$ cat src/common/frg_consts.vh
`ifndef FRG_CONSTS_VH
`define FRG_CONSTS_VH

// First word address of the fixed halting region; everything below it
// belongs to the concurrent-read region.
`define FRG_HALT_START   15'h7000

// First word address of the boot section for each boot_size_config code.
// Every value is at or above FRG_HALT_START.
`define FRG_BOOT_START_0 15'h7000
`define FRG_BOOT_START_1 15'h7800
`define FRG_BOOT_START_2 15'h7C00
`define FRG_BOOT_START_3 15'h7E00

// Lock pair {upper, lower}; one means unprogrammed.
`define FRG_LOCK_ERASED  2'h3
`define FRG_LOCK_UPPER   1
`define FRG_LOCK_LOWER   0

// Fields of a four-bit lock word {boot pair, app pair}.
`define FRG_LOCKW_APP_LSB  0
`define FRG_LOCKW_BOOT_LSB 2
`define FRG_LOCKW_ERASED   4'hF

// Store-program-memory operation kinds.
`define FRG_SPM_LOAD     2'h0
`define FRG_SPM_ERASE    2'h1
`define FRG_SPM_WRITE    2'h2
`define FRG_SPM_LOCK     2'h3

`endif

$ cat src/hw/frg_region_decode.v
`include "frg_consts.vh"
`default_nettype none

module frg_region_decode (
  // Word address to classify
  input  wire [14:0] addr,
  input  wire [1:0]  bootSizeCfg,
  // Classification
  output wire        inHaltRegion,
  output wire        inBootSection
);

  function [14:0] bootStart;
    input [1:0] cfg;
    begin
      case (cfg)
        2'h0:    bootStart = `FRG_BOOT_START_0;
        2'h1:    bootStart = `FRG_BOOT_START_1;
        2'h2:    bootStart = `FRG_BOOT_START_2;
        default: bootStart = `FRG_BOOT_START_3;
      endcase
    end
  endfunction

  assign inHaltRegion  = (addr >= `FRG_HALT_START);
  // Every boot start sits at or above the halting boundary.
  assign inBootSection = (addr >= bootStart(bootSizeCfg));

endmodule // frg_region_decode

`default_nettype wire

$ cat src/hw/frg_lock_check.v
`include "frg_consts.vh"
`default_nettype none

module frg_lock_check (
  // Lock pair of this section, {upper, lower}
  input  wire [1:0] lockSet,
  // Access description
  input  wire       spmTargetHere,
  input  wire       lpmTargetHere,
  input  wire       lpmFromOther,
  input  wire       execHere,
  input  wire       vecOther,
  // Verdicts
  output wire       spmDeny,
  output wire       lpmDeny,
  output wire       irqSuppress
);

  // A programmed lower bit forbids writes; pair 1/1 forbids nothing.
  assign spmDeny = spmTargetHere & ~lockSet[`FRG_LOCK_LOWER];

  // A programmed upper bit forbids reads from code in the other section.
  assign lpmDeny = lpmTargetHere & lpmFromOther
                 & ~lockSet[`FRG_LOCK_UPPER];

  // Same upper bit masks interrupts whose vectors live in the other
  // section while this section executes.
  assign irqSuppress = execHere & vecOther
                     & ~lockSet[`FRG_LOCK_UPPER];

endmodule // frg_lock_check

`default_nettype wire

$ cat src/hw/frg_guard.v
// Contract
// Programming a concurrent-read page still serves halting-region code.
// A halting-region page operation stalls the CPU throughout.
// Any self-programming operation blocks reads of the concurrent region; only erase and write do here, lock-bit stores do not.
// Halt decision uses the programmed page's region, not the read address.
// Busy status reads one while the concurrent region is blocked.
// Software clears busy before touching concurrent-region code again.
// Boot section lies wholly inside the halting region for every size.
// Software masks or relocates interrupts during concurrent programming.
// Application and boot lock sets are programmed independently.
// Lock bits set by software or external modes; only chip erase clears.
// General write lock does not affect store-program-memory programming.
// General read/write lock does not restrict load or store accesses.
// Application lock 1/1 allows all accesses to the application section.
// Application lock 1/0 refuses writes there, reads still allowed.
// Application lock 0/0 refuses writes and boot-code reads; masks IRQs.
// Application lock 0/1 refuses boot-code reads; masks interrupts.
// Boot lock 1/1 allows all accesses to the boot section.
// Boot lock 1/0 refuses writes there, reads still allowed.
// Boot lock 0/0 refuses writes and application-code reads; masks IRQs.
// Boot lock 0/1 refuses application-code reads; masks interrupts.
// Erase and write start only from store instructions in boot code.
// Re-enable clears busy once programming has finished.
// Halt holds from start until flash completion, released next cycle.
`include "frg_consts.vh"
`default_nettype none

module frg_guard (
  // Clock and reset
  input  wire        clk_sys,
  input  wire        reset,
  // Configuration
  input  wire [1:0]  bootSizeCfg,
  input  wire        ivecInBoot,
  input  wire [3:0]  nvLockInit,
  // Executing instruction and fetch
  input  wire [14:0] pcAddr,
  input  wire        fetchReq,
  input  wire [14:0] fetchAddr,
  // Load program memory
  input  wire        lpmReq,
  input  wire [15:0] lpmAddr,
  // Store program memory
  input  wire        spmReq,
  input  wire [1:0]  spmKind,
  input  wire [14:0] spmAddr,
  input  wire [3:0]  spmLockData,
  // Flash array
  input  wire        flashDone,
  // Software and programming-mode controls
  input  wire        rwwReenable,
  input  wire        extLockWr,
  input  wire [3:0]  extLockData,
  input  wire        chipErase,
  // Flash array commands
  output reg         flashStart_r,
  output reg         flashErase_r,
  output reg  [14:0] flashPage_r,
  // CPU answers
  output reg         cpuHalt_r,
  output reg         regionBusy_r,
  output reg         fetchGrant_r,
  output reg         fetchRefused_r,
  output reg         lpmGrant_r,
  output reg         lpmRefused_r,
  output reg         spmRefused_r,
  output reg         irqSuppress_r,
  // Lock state
  output reg  [1:0]  appLockSet_r,
  output reg  [1:0]  bootLockSet_r
);

  localparam [1:0] ST_IDLE   = 2'h0;
  localparam [1:0] ST_CONCUR = 2'h1;
  localparam [1:0] ST_HALT   = 2'h2;

  reg  [1:0]  state_r;
  reg  [1:0]  state_nxt;

  wire        pcInBoot;
  wire        fetchInHalt;
  wire        lpmInHalt;
  wire        lpmInBoot;
  wire        spmInHalt;
  wire        spmInBoot;

  wire        appSpmDeny;
  wire        appLpmDeny;
  wire        appIrq;
  wire        bootSpmDeny;
  wire        bootLpmDeny;
  wire        bootIrq;

  wire        idle;
  wire        spmProg;
  wire        spmAccept;
  wire        spmLockCmd;
  wire        fetchBlocked;
  wire        lpmBlocked;

  reg  [3:0]  lockWord_nxt;
  reg         busy_nxt;
  reg         halt_nxt;

  // Address classification

  frg_region_decode uPcDecode (
    .addr          (pcAddr),
    .bootSizeCfg   (bootSizeCfg),
    .inHaltRegion  (),
    .inBootSection (pcInBoot)
  );

  frg_region_decode uFetchDecode (
    .addr          (fetchAddr),
    .bootSizeCfg   (bootSizeCfg),
    .inHaltRegion  (fetchInHalt),
    .inBootSection ()
  );

  frg_region_decode uLpmDecode (
    .addr          (lpmAddr[15:1]),
    .bootSizeCfg   (bootSizeCfg),
    .inHaltRegion  (lpmInHalt),
    .inBootSection (lpmInBoot)
  );

  frg_region_decode uSpmDecode (
    .addr          (spmAddr),
    .bootSizeCfg   (bootSizeCfg),
    .inHaltRegion  (spmInHalt),
    .inBootSection (spmInBoot)
  );

  // Lock checks, one per section, each on its own pair.

  frg_lock_check uAppLock (
    .lockSet       (appLockSet_r),
    .spmTargetHere (~spmInBoot),
    .lpmTargetHere (~lpmInBoot),
    .lpmFromOther  (pcInBoot),
    .execHere      (~pcInBoot),
    .vecOther      (ivecInBoot),
    .spmDeny       (appSpmDeny),
    .lpmDeny       (appLpmDeny),
    .irqSuppress   (appIrq)
  );

  frg_lock_check uBootLock (
    .lockSet       (bootLockSet_r),
    .spmTargetHere (spmInBoot),
    .lpmTargetHere (lpmInBoot),
    .lpmFromOther  (~pcInBoot),
    .execHere      (pcInBoot),
    .vecOther      (~ivecInBoot),
    .spmDeny       (bootSpmDeny),
    .lpmDeny       (bootLpmDeny),
    .irqSuppress   (bootIrq)
  );

  // Store requests

  assign idle = (state_r == ST_IDLE);

  assign spmProg = spmReq
                 & ((spmKind == `FRG_SPM_ERASE)
                 | (spmKind == `FRG_SPM_WRITE));

  // The general lock modes are not inputs here at all, so they can never
  // gate a store or load; only the two section lock pairs do.
  assign spmAccept = spmProg & pcInBoot & idle
                   & ~appSpmDeny & ~bootSpmDeny;

  // A lock write through a store instruction must also come from boot
  // code, and is refused while the array is busy with a page.
  assign spmLockCmd = spmReq & (spmKind == `FRG_SPM_LOCK)
                    & pcInBoot & idle;

  // Read blocking

  // The concurrent region stays unreadable until busy is cleared, which
  // covers the gap between completion and the software re-enable.
  assign fetchBlocked = (regionBusy_r & ~fetchInHalt)
                      | (state_r == ST_HALT);

  assign lpmBlocked = (regionBusy_r & ~lpmInHalt)
                    | (state_r == ST_HALT)
                    | appLpmDeny | bootLpmDeny;

  // Operation state

  always @* begin
    state_nxt = state_r;
    case (state_r)
      ST_IDLE: begin
        if (spmAccept) begin
          // Region of the latched page decides, never the read address.
          if (spmInHalt) begin
            state_nxt = ST_HALT;
          end else begin
            state_nxt = ST_CONCUR;
          end
        end
      end
      ST_CONCUR: begin
        if (flashDone) begin
          state_nxt = ST_IDLE;
        end
      end
      ST_HALT: begin
        if (flashDone) begin
          state_nxt = ST_IDLE;
        end
      end
      default: begin
        state_nxt = ST_IDLE;
      end
    endcase
  end

  always @(posedge clk_sys) begin
    if (reset) begin
      state_r <= ST_IDLE;
    end else begin
      state_r <= state_nxt;
    end
  end

  // Halt and busy

  always @* begin
    // Halt rises with the accepted halting-region command and falls the
    // cycle after the flash reports completion.
    halt_nxt = (spmAccept & spmInHalt)
             | ((state_r == ST_HALT) & ~flashDone);
    // A new operation wins over a re-enable in the same cycle, and a
    // re-enable during an operation is ignored.
    busy_nxt = spmAccept
             | (regionBusy_r & ~(rwwReenable & idle));
  end

  always @(posedge clk_sys) begin
    if (reset) begin
      cpuHalt_r    <= 1'b0;
      regionBusy_r <= 1'b0;
    end else begin
      cpuHalt_r    <= halt_nxt;
      regionBusy_r <= busy_nxt;
    end
  end

  // Flash commands

  always @(posedge clk_sys) begin
    if (reset) begin
      flashStart_r <= 1'b0;
      flashErase_r <= 1'b0;
      flashPage_r  <= 15'h0000;
    end else begin
      flashStart_r <= spmAccept;
      if (spmAccept) begin
        flashErase_r <= (spmKind == `FRG_SPM_ERASE);
        flashPage_r  <= spmAddr;
      end
    end
  end

  // CPU answers

  always @(posedge clk_sys) begin
    if (reset) begin
      fetchGrant_r   <= 1'b0;
      fetchRefused_r <= 1'b0;
      lpmGrant_r     <= 1'b0;
      lpmRefused_r   <= 1'b0;
      spmRefused_r   <= 1'b0;
      irqSuppress_r  <= 1'b0;
    end else begin
      fetchGrant_r   <= fetchReq & ~fetchBlocked;
      fetchRefused_r <= fetchReq & fetchBlocked;
      lpmGrant_r     <= lpmReq & ~lpmBlocked;
      lpmRefused_r   <= lpmReq & lpmBlocked;
      spmRefused_r   <= (spmProg & ~spmAccept)
                      | (spmReq & (spmKind == `FRG_SPM_LOCK)
                      & ~spmLockCmd);
      irqSuppress_r  <= appIrq | bootIrq;
    end
  end

  // Lock bits

  // Programming can only clear bits toward zero; the two pairs take their
  // own fields so one never disturbs the other.
  always @* begin
    lockWord_nxt = {bootLockSet_r, appLockSet_r};
    if (spmLockCmd) begin
      lockWord_nxt = lockWord_nxt & spmLockData;
    end
    if (extLockWr) begin
      lockWord_nxt = lockWord_nxt & extLockData;
    end
    if (chipErase) begin
      lockWord_nxt = `FRG_LOCKW_ERASED;
    end
  end

  // The pairs model non-volatile cells, so reset reloads them from the
  // stored value rather than forcing them open.
  always @(posedge clk_sys) begin
    if (reset) begin
      appLockSet_r  <= nvLockInit[`FRG_LOCKW_APP_LSB +: 2];
      bootLockSet_r <= nvLockInit[`FRG_LOCKW_BOOT_LSB +: 2];
    end else begin
      appLockSet_r  <= lockWord_nxt[`FRG_LOCKW_APP_LSB +: 2];
      bootLockSet_r <= lockWord_nxt[`FRG_LOCKW_BOOT_LSB +: 2];
    end
  end

endmodule // frg_guard

`default_nettype wire

$ cat config.mk
export PLATFORM = sky130hd
export DESIGN_NAME = frg_guard
export DESIGN_NICKNAME = d
export VERILOG_FILES = /design/src/hw/frg_region_decode.v /design/src/hw/frg_lock_check.v /design/src/hw/frg_guard.v
export VERILOG_INCLUDE_DIRS = /design/src /design/src/common
export SDC_FILE = /design/constraint.sdc
export NUM_CORES = 1
export LEC_CHECK = 0
export ABC_AREA = 1
export BUFFER_PORTS_ARGS = -buffer_cell sky130_fd_sc_hd__buf_2
export CORE_UTILIZATION = 44
export CTS_CLUSTER_SIZE = 25
export DETAILED_ROUTE_END_ITERATION = 16
export HOLD_SLACK_MARGIN = 0.03
export PLACE_DENSITY = 0.86
export SYNTH_ARGS = -nofsm -noshare
export SYNTH_HDL_FRONTEND = slang
export SYNTH_SLANG_ARGS = --single-unit
$ cat constraint.sdc
create_clock -name clk_sys -period 2.85 [get_ports clk_sys]
set_input_delay 0.285 -clock clk_sys [delete_from_list [all_inputs] [get_ports clk_sys]]
set_output_delay 0.285 -clock clk_sys [all_outputs]
set_load 0.01 [all_outputs]
==> summary.md <==
| Metric | Value |
|---|---|
| Clock transition at the registers of the reported paths | `0.10 ns` |
| Leak | `1.28 nW` |
| Overflow after GRT | `0` |
| Status | `complete, no violations` |
| CP most frequent cell | `inv_1` |
| Dpl cells | `381` |
| Internal | `0.661 mW` |
| Crit path cell chain | `inv_1, ha_1, inv_1, nor3_1, nand3_2, nor2_4, buf_4, o21ai_0, a21oi_1` |
| Post-synthesis mux area share | `0` |
| Worst setup EP type | `register` |
| Reg power frac | `0.498` |
| Mapped Nets | `335` |
| CP Buf/Inv Count | `3` |
| Final max-slew violation count | `0` |
| Comb pwr share | `0.171` |
| Antenna Cells | `0` |
| Largest net degree at the start of global routing | `25` |
| Min Tclk post-route | `1.87 ns` |
| Commonest cells after routing, fill and taps aside | `buf_2, nor2_1, inv_1, nand2_1, dfxtp_1` |
| Starting Density | `0.473` |
| Number of port buffers | `102` |
| CTS tree | `yes` |
| Synth Area in XOR/XNOR | `0` |
| Post-DP Area | `2150 um2` |
| Die Ht | `62.6 um` |
| VDD IR max | `0.262 mV` |
| Max Fclk | `0.533 GHz` |
| 1st-iter DRT viols | `83` |
| Final net count | `439` |
| DRC viols | `0` |
| P per Cell Area | `406 nW/um2` |
| Synthesized area | `1620 um2` |
| Cts repair resizes | `0` |
| First-pass GRT wire length | `7230 um` |
| Final core occ | `0.651` |
| #FFs+latches synth | `31` |
| GPL Wtd Cong | `0.810` |
| Die footprint | `3920 um2` |
| Simple-Gate Fraction of Synth Area | `0.291` |
| Power, Total | `0.902 mW` |
| DP HPWL | `3350 um` |
| Via count | `1,823` |
| Setup Buffers After CTS | `0` |
| Final setup TNS | `0 ns` |
| P&R area growth vs syn | `37.5%` |
| Share of cells above drive strength 1 | `0.338` |
| CP max stage cell | `dfxtp_1` |
| Final Cell Area | `2220 um2` |
| Clock Power Share | `0.331` |
| Max-cap viol count | `0` |
| Final period util | `0.658` |
| GRT Resource Usage Total | `0.232` |
| Net Sw Power | `0.240 mW` |
| Hold Path Class | `input port to register` |
| Initial antenna violation count | `0` |
| Family with the most delay on the worst path | `simple AND/OR/NAND/NOR gates` |
| Worst skew pair latency | `0.33 ns` |
| Fin. Hold Viols | `0` |
| Mean post-synth cell area | `6.79 um2` |
| Fillers | `322` |
| Core Box Area | `3420 um2` |
| CP required | `3.11 ns` |
| Clock root buffer | `clkbuf_4` |
| Most common cell after layout, fill and taps aside | `buf_2` |
| Crit-path max cell delay | `0.32 ns` |
| Post-synthesis cell count | `238` |
| CTS Sinks | `31` |
| Worst Tran Pin Value | `0.652 ns` |
| I/O Pins | `116` |
| Drt pass-1 iters | `4` |
| Fin Clk Skew | `0.00616 ns` |
| H-Tree Depth | `2` |
| Warnings from Yosys | `0` |
| Slew headroom | `0.565` |
| CP Launch Type | `register` |
| DRT Wirelength | `4220 um` |
| TritonCTS Buffers | `5` |
| DR vias/cell | `4.69` |
| Peak fanout along the critical path | `12` |
| Final setup vio count | `0` |
| Cell row count | `21` |
| Post-CTS Hold Fix Bufs | `0` |
| Vias in the first global route | `1,717` |
| CP arrival | `2.14 ns` |
| Reg2reg setup slack | `0.98 ns` |
| CTS max path bufs | `2` |
| RSZ-0062 raised after global routing | `false` |
| Seq/Total Area, Yosys | `0.384` |
| Largest family of logic cells by synthesized area | `simple AND/OR/NAND/NOR gates` |
| WS Path Type | `register to register` |
| Switching share of power | `0.267` |
| Synth cell types | `21` |
| Non-Filler Instances | `389` |
| Synth Area in Compound Gates | `0.143` |
| Antenna viol nets, final | `0` |
| Post-Synth Adder-Cell Area | `0.0774` |
| Drt wl/cell | `10.8 um` |
| Die X | `62.6 um` |
==> power groups by stage <==
stage / Clock, mW / Combinational, mW / Sequential (mW)
2_1_floorplan: 0 / 0.0685 / 0.465
3_3_place_gp: 0 / 0.149 / 0.459
3_5_place_dp: 0 / 0.154 / 0.459
4_1_cts: 0.308 / 0.155 / 0.449
5_1_grt: 0.329 / 0.177 / 0.450
6_report: 0.299 / 0.154 / 0.449
==> layer usage <==
metal,up-vias,global-route usage,wire (um),part of all wire
met2,71,0.408,1990,0.47
met4,0,0.0785,35,0.0083
li1,966,-,-,-
met5,-,0,0,0
met3,4,0.0748,287,0.068
met1,782,0.261,1910,0.45
==> worst min-delay path, stage by stage <==
cell	delay [ns]
buf_2	0.09
nand3_1	0.07
inv_1	0.05
==> final cells by class <==
cell class                      count  area (um2)  share of cell area
Clock buffer                        7        65.1              0.0293
Timing Repair Buffer              103         518               0.233
Tap cell                           46        57.6              0.0259
Inverter                           34         128              0.0574
Sequential cell                    31         621               0.279
Multi-Input combinational cell    167         827               0.372
Clock inverter                      1        7.51             0.00338
==> synthesized netlist by cell type <==
master / count / area (um2)
ha_1: 10 / 125
nor2_4: 1 / 11.3
and3_1: 1 / 6.26
nor2_1: 59 / 221
nand3_1: 11 / 55.1
nand2_2: 1 / 6.26
nand2_1: 32 / 120
buf_4: 1 / 7.51
o21ai_0: 21 / 105
a221oi_1: 1 / 8.76
inv_2: 2 / 7.51
a21oi_1: 19 / 95.1
nor3_1: 3 / 15.0
dfxtp_1: 31 / 621
clkbuf_1: 3 / 11.3
nand3_2: 1 / 10.0
inv_1: 32 / 120
nand4_1: 2 / 12.5
nor4_1: 2 / 12.5
o21bai_1: 3 / 22.5
buf_6: 2 / 22.5
==> flip-flops by register name, summed over array words and instances (netlist names), 2 cells and up <==
| signal | flops |
|---|---|
| state_r | 2 |
| bootLockSet_r | 2 |
| appLockSet_r | 2 |
| flashPage_r | 15 |
==> through the flow <==
step,setup slack [ns],hold WS (ns)
floorplan,1.18,0.413
CTS,0.958,0.165
finish,0.975,0.186
global route,0.763,0.170
detailed placement,0.676,0.457
global placement,0.731,0.450
==> kinds of logic (layout without fill, tap and decap cells) <==
family	Yosys count	after routing
flip-flops	31	31
adder cells (fa/ha/maj)	10	10
AND/OR/NAND/NOR	113	113
AO/OA/AOI/OAI	44	44
buffers and inverters	40	145
==> worst paths after layout <==
path	from	end	cells after the start
max	state_r[0]$_SDFFE_PP0P_	flashPage_r[9]$_SDFFE_PP0P_	9
min	lpmReq	lpmRefused_r$_SDFF_PP0_	3
max reg2reg	state_r[0]$_SDFFE_PP0P_	flashPage_r[9]$_SDFFE_PP0P_	9
min reg2reg	state_r[0]$_SDFFE_PP0P_	state_r[0]$_SDFFE_PP0P_	2
Note: power is estimated with default switching activity, not from simulation.
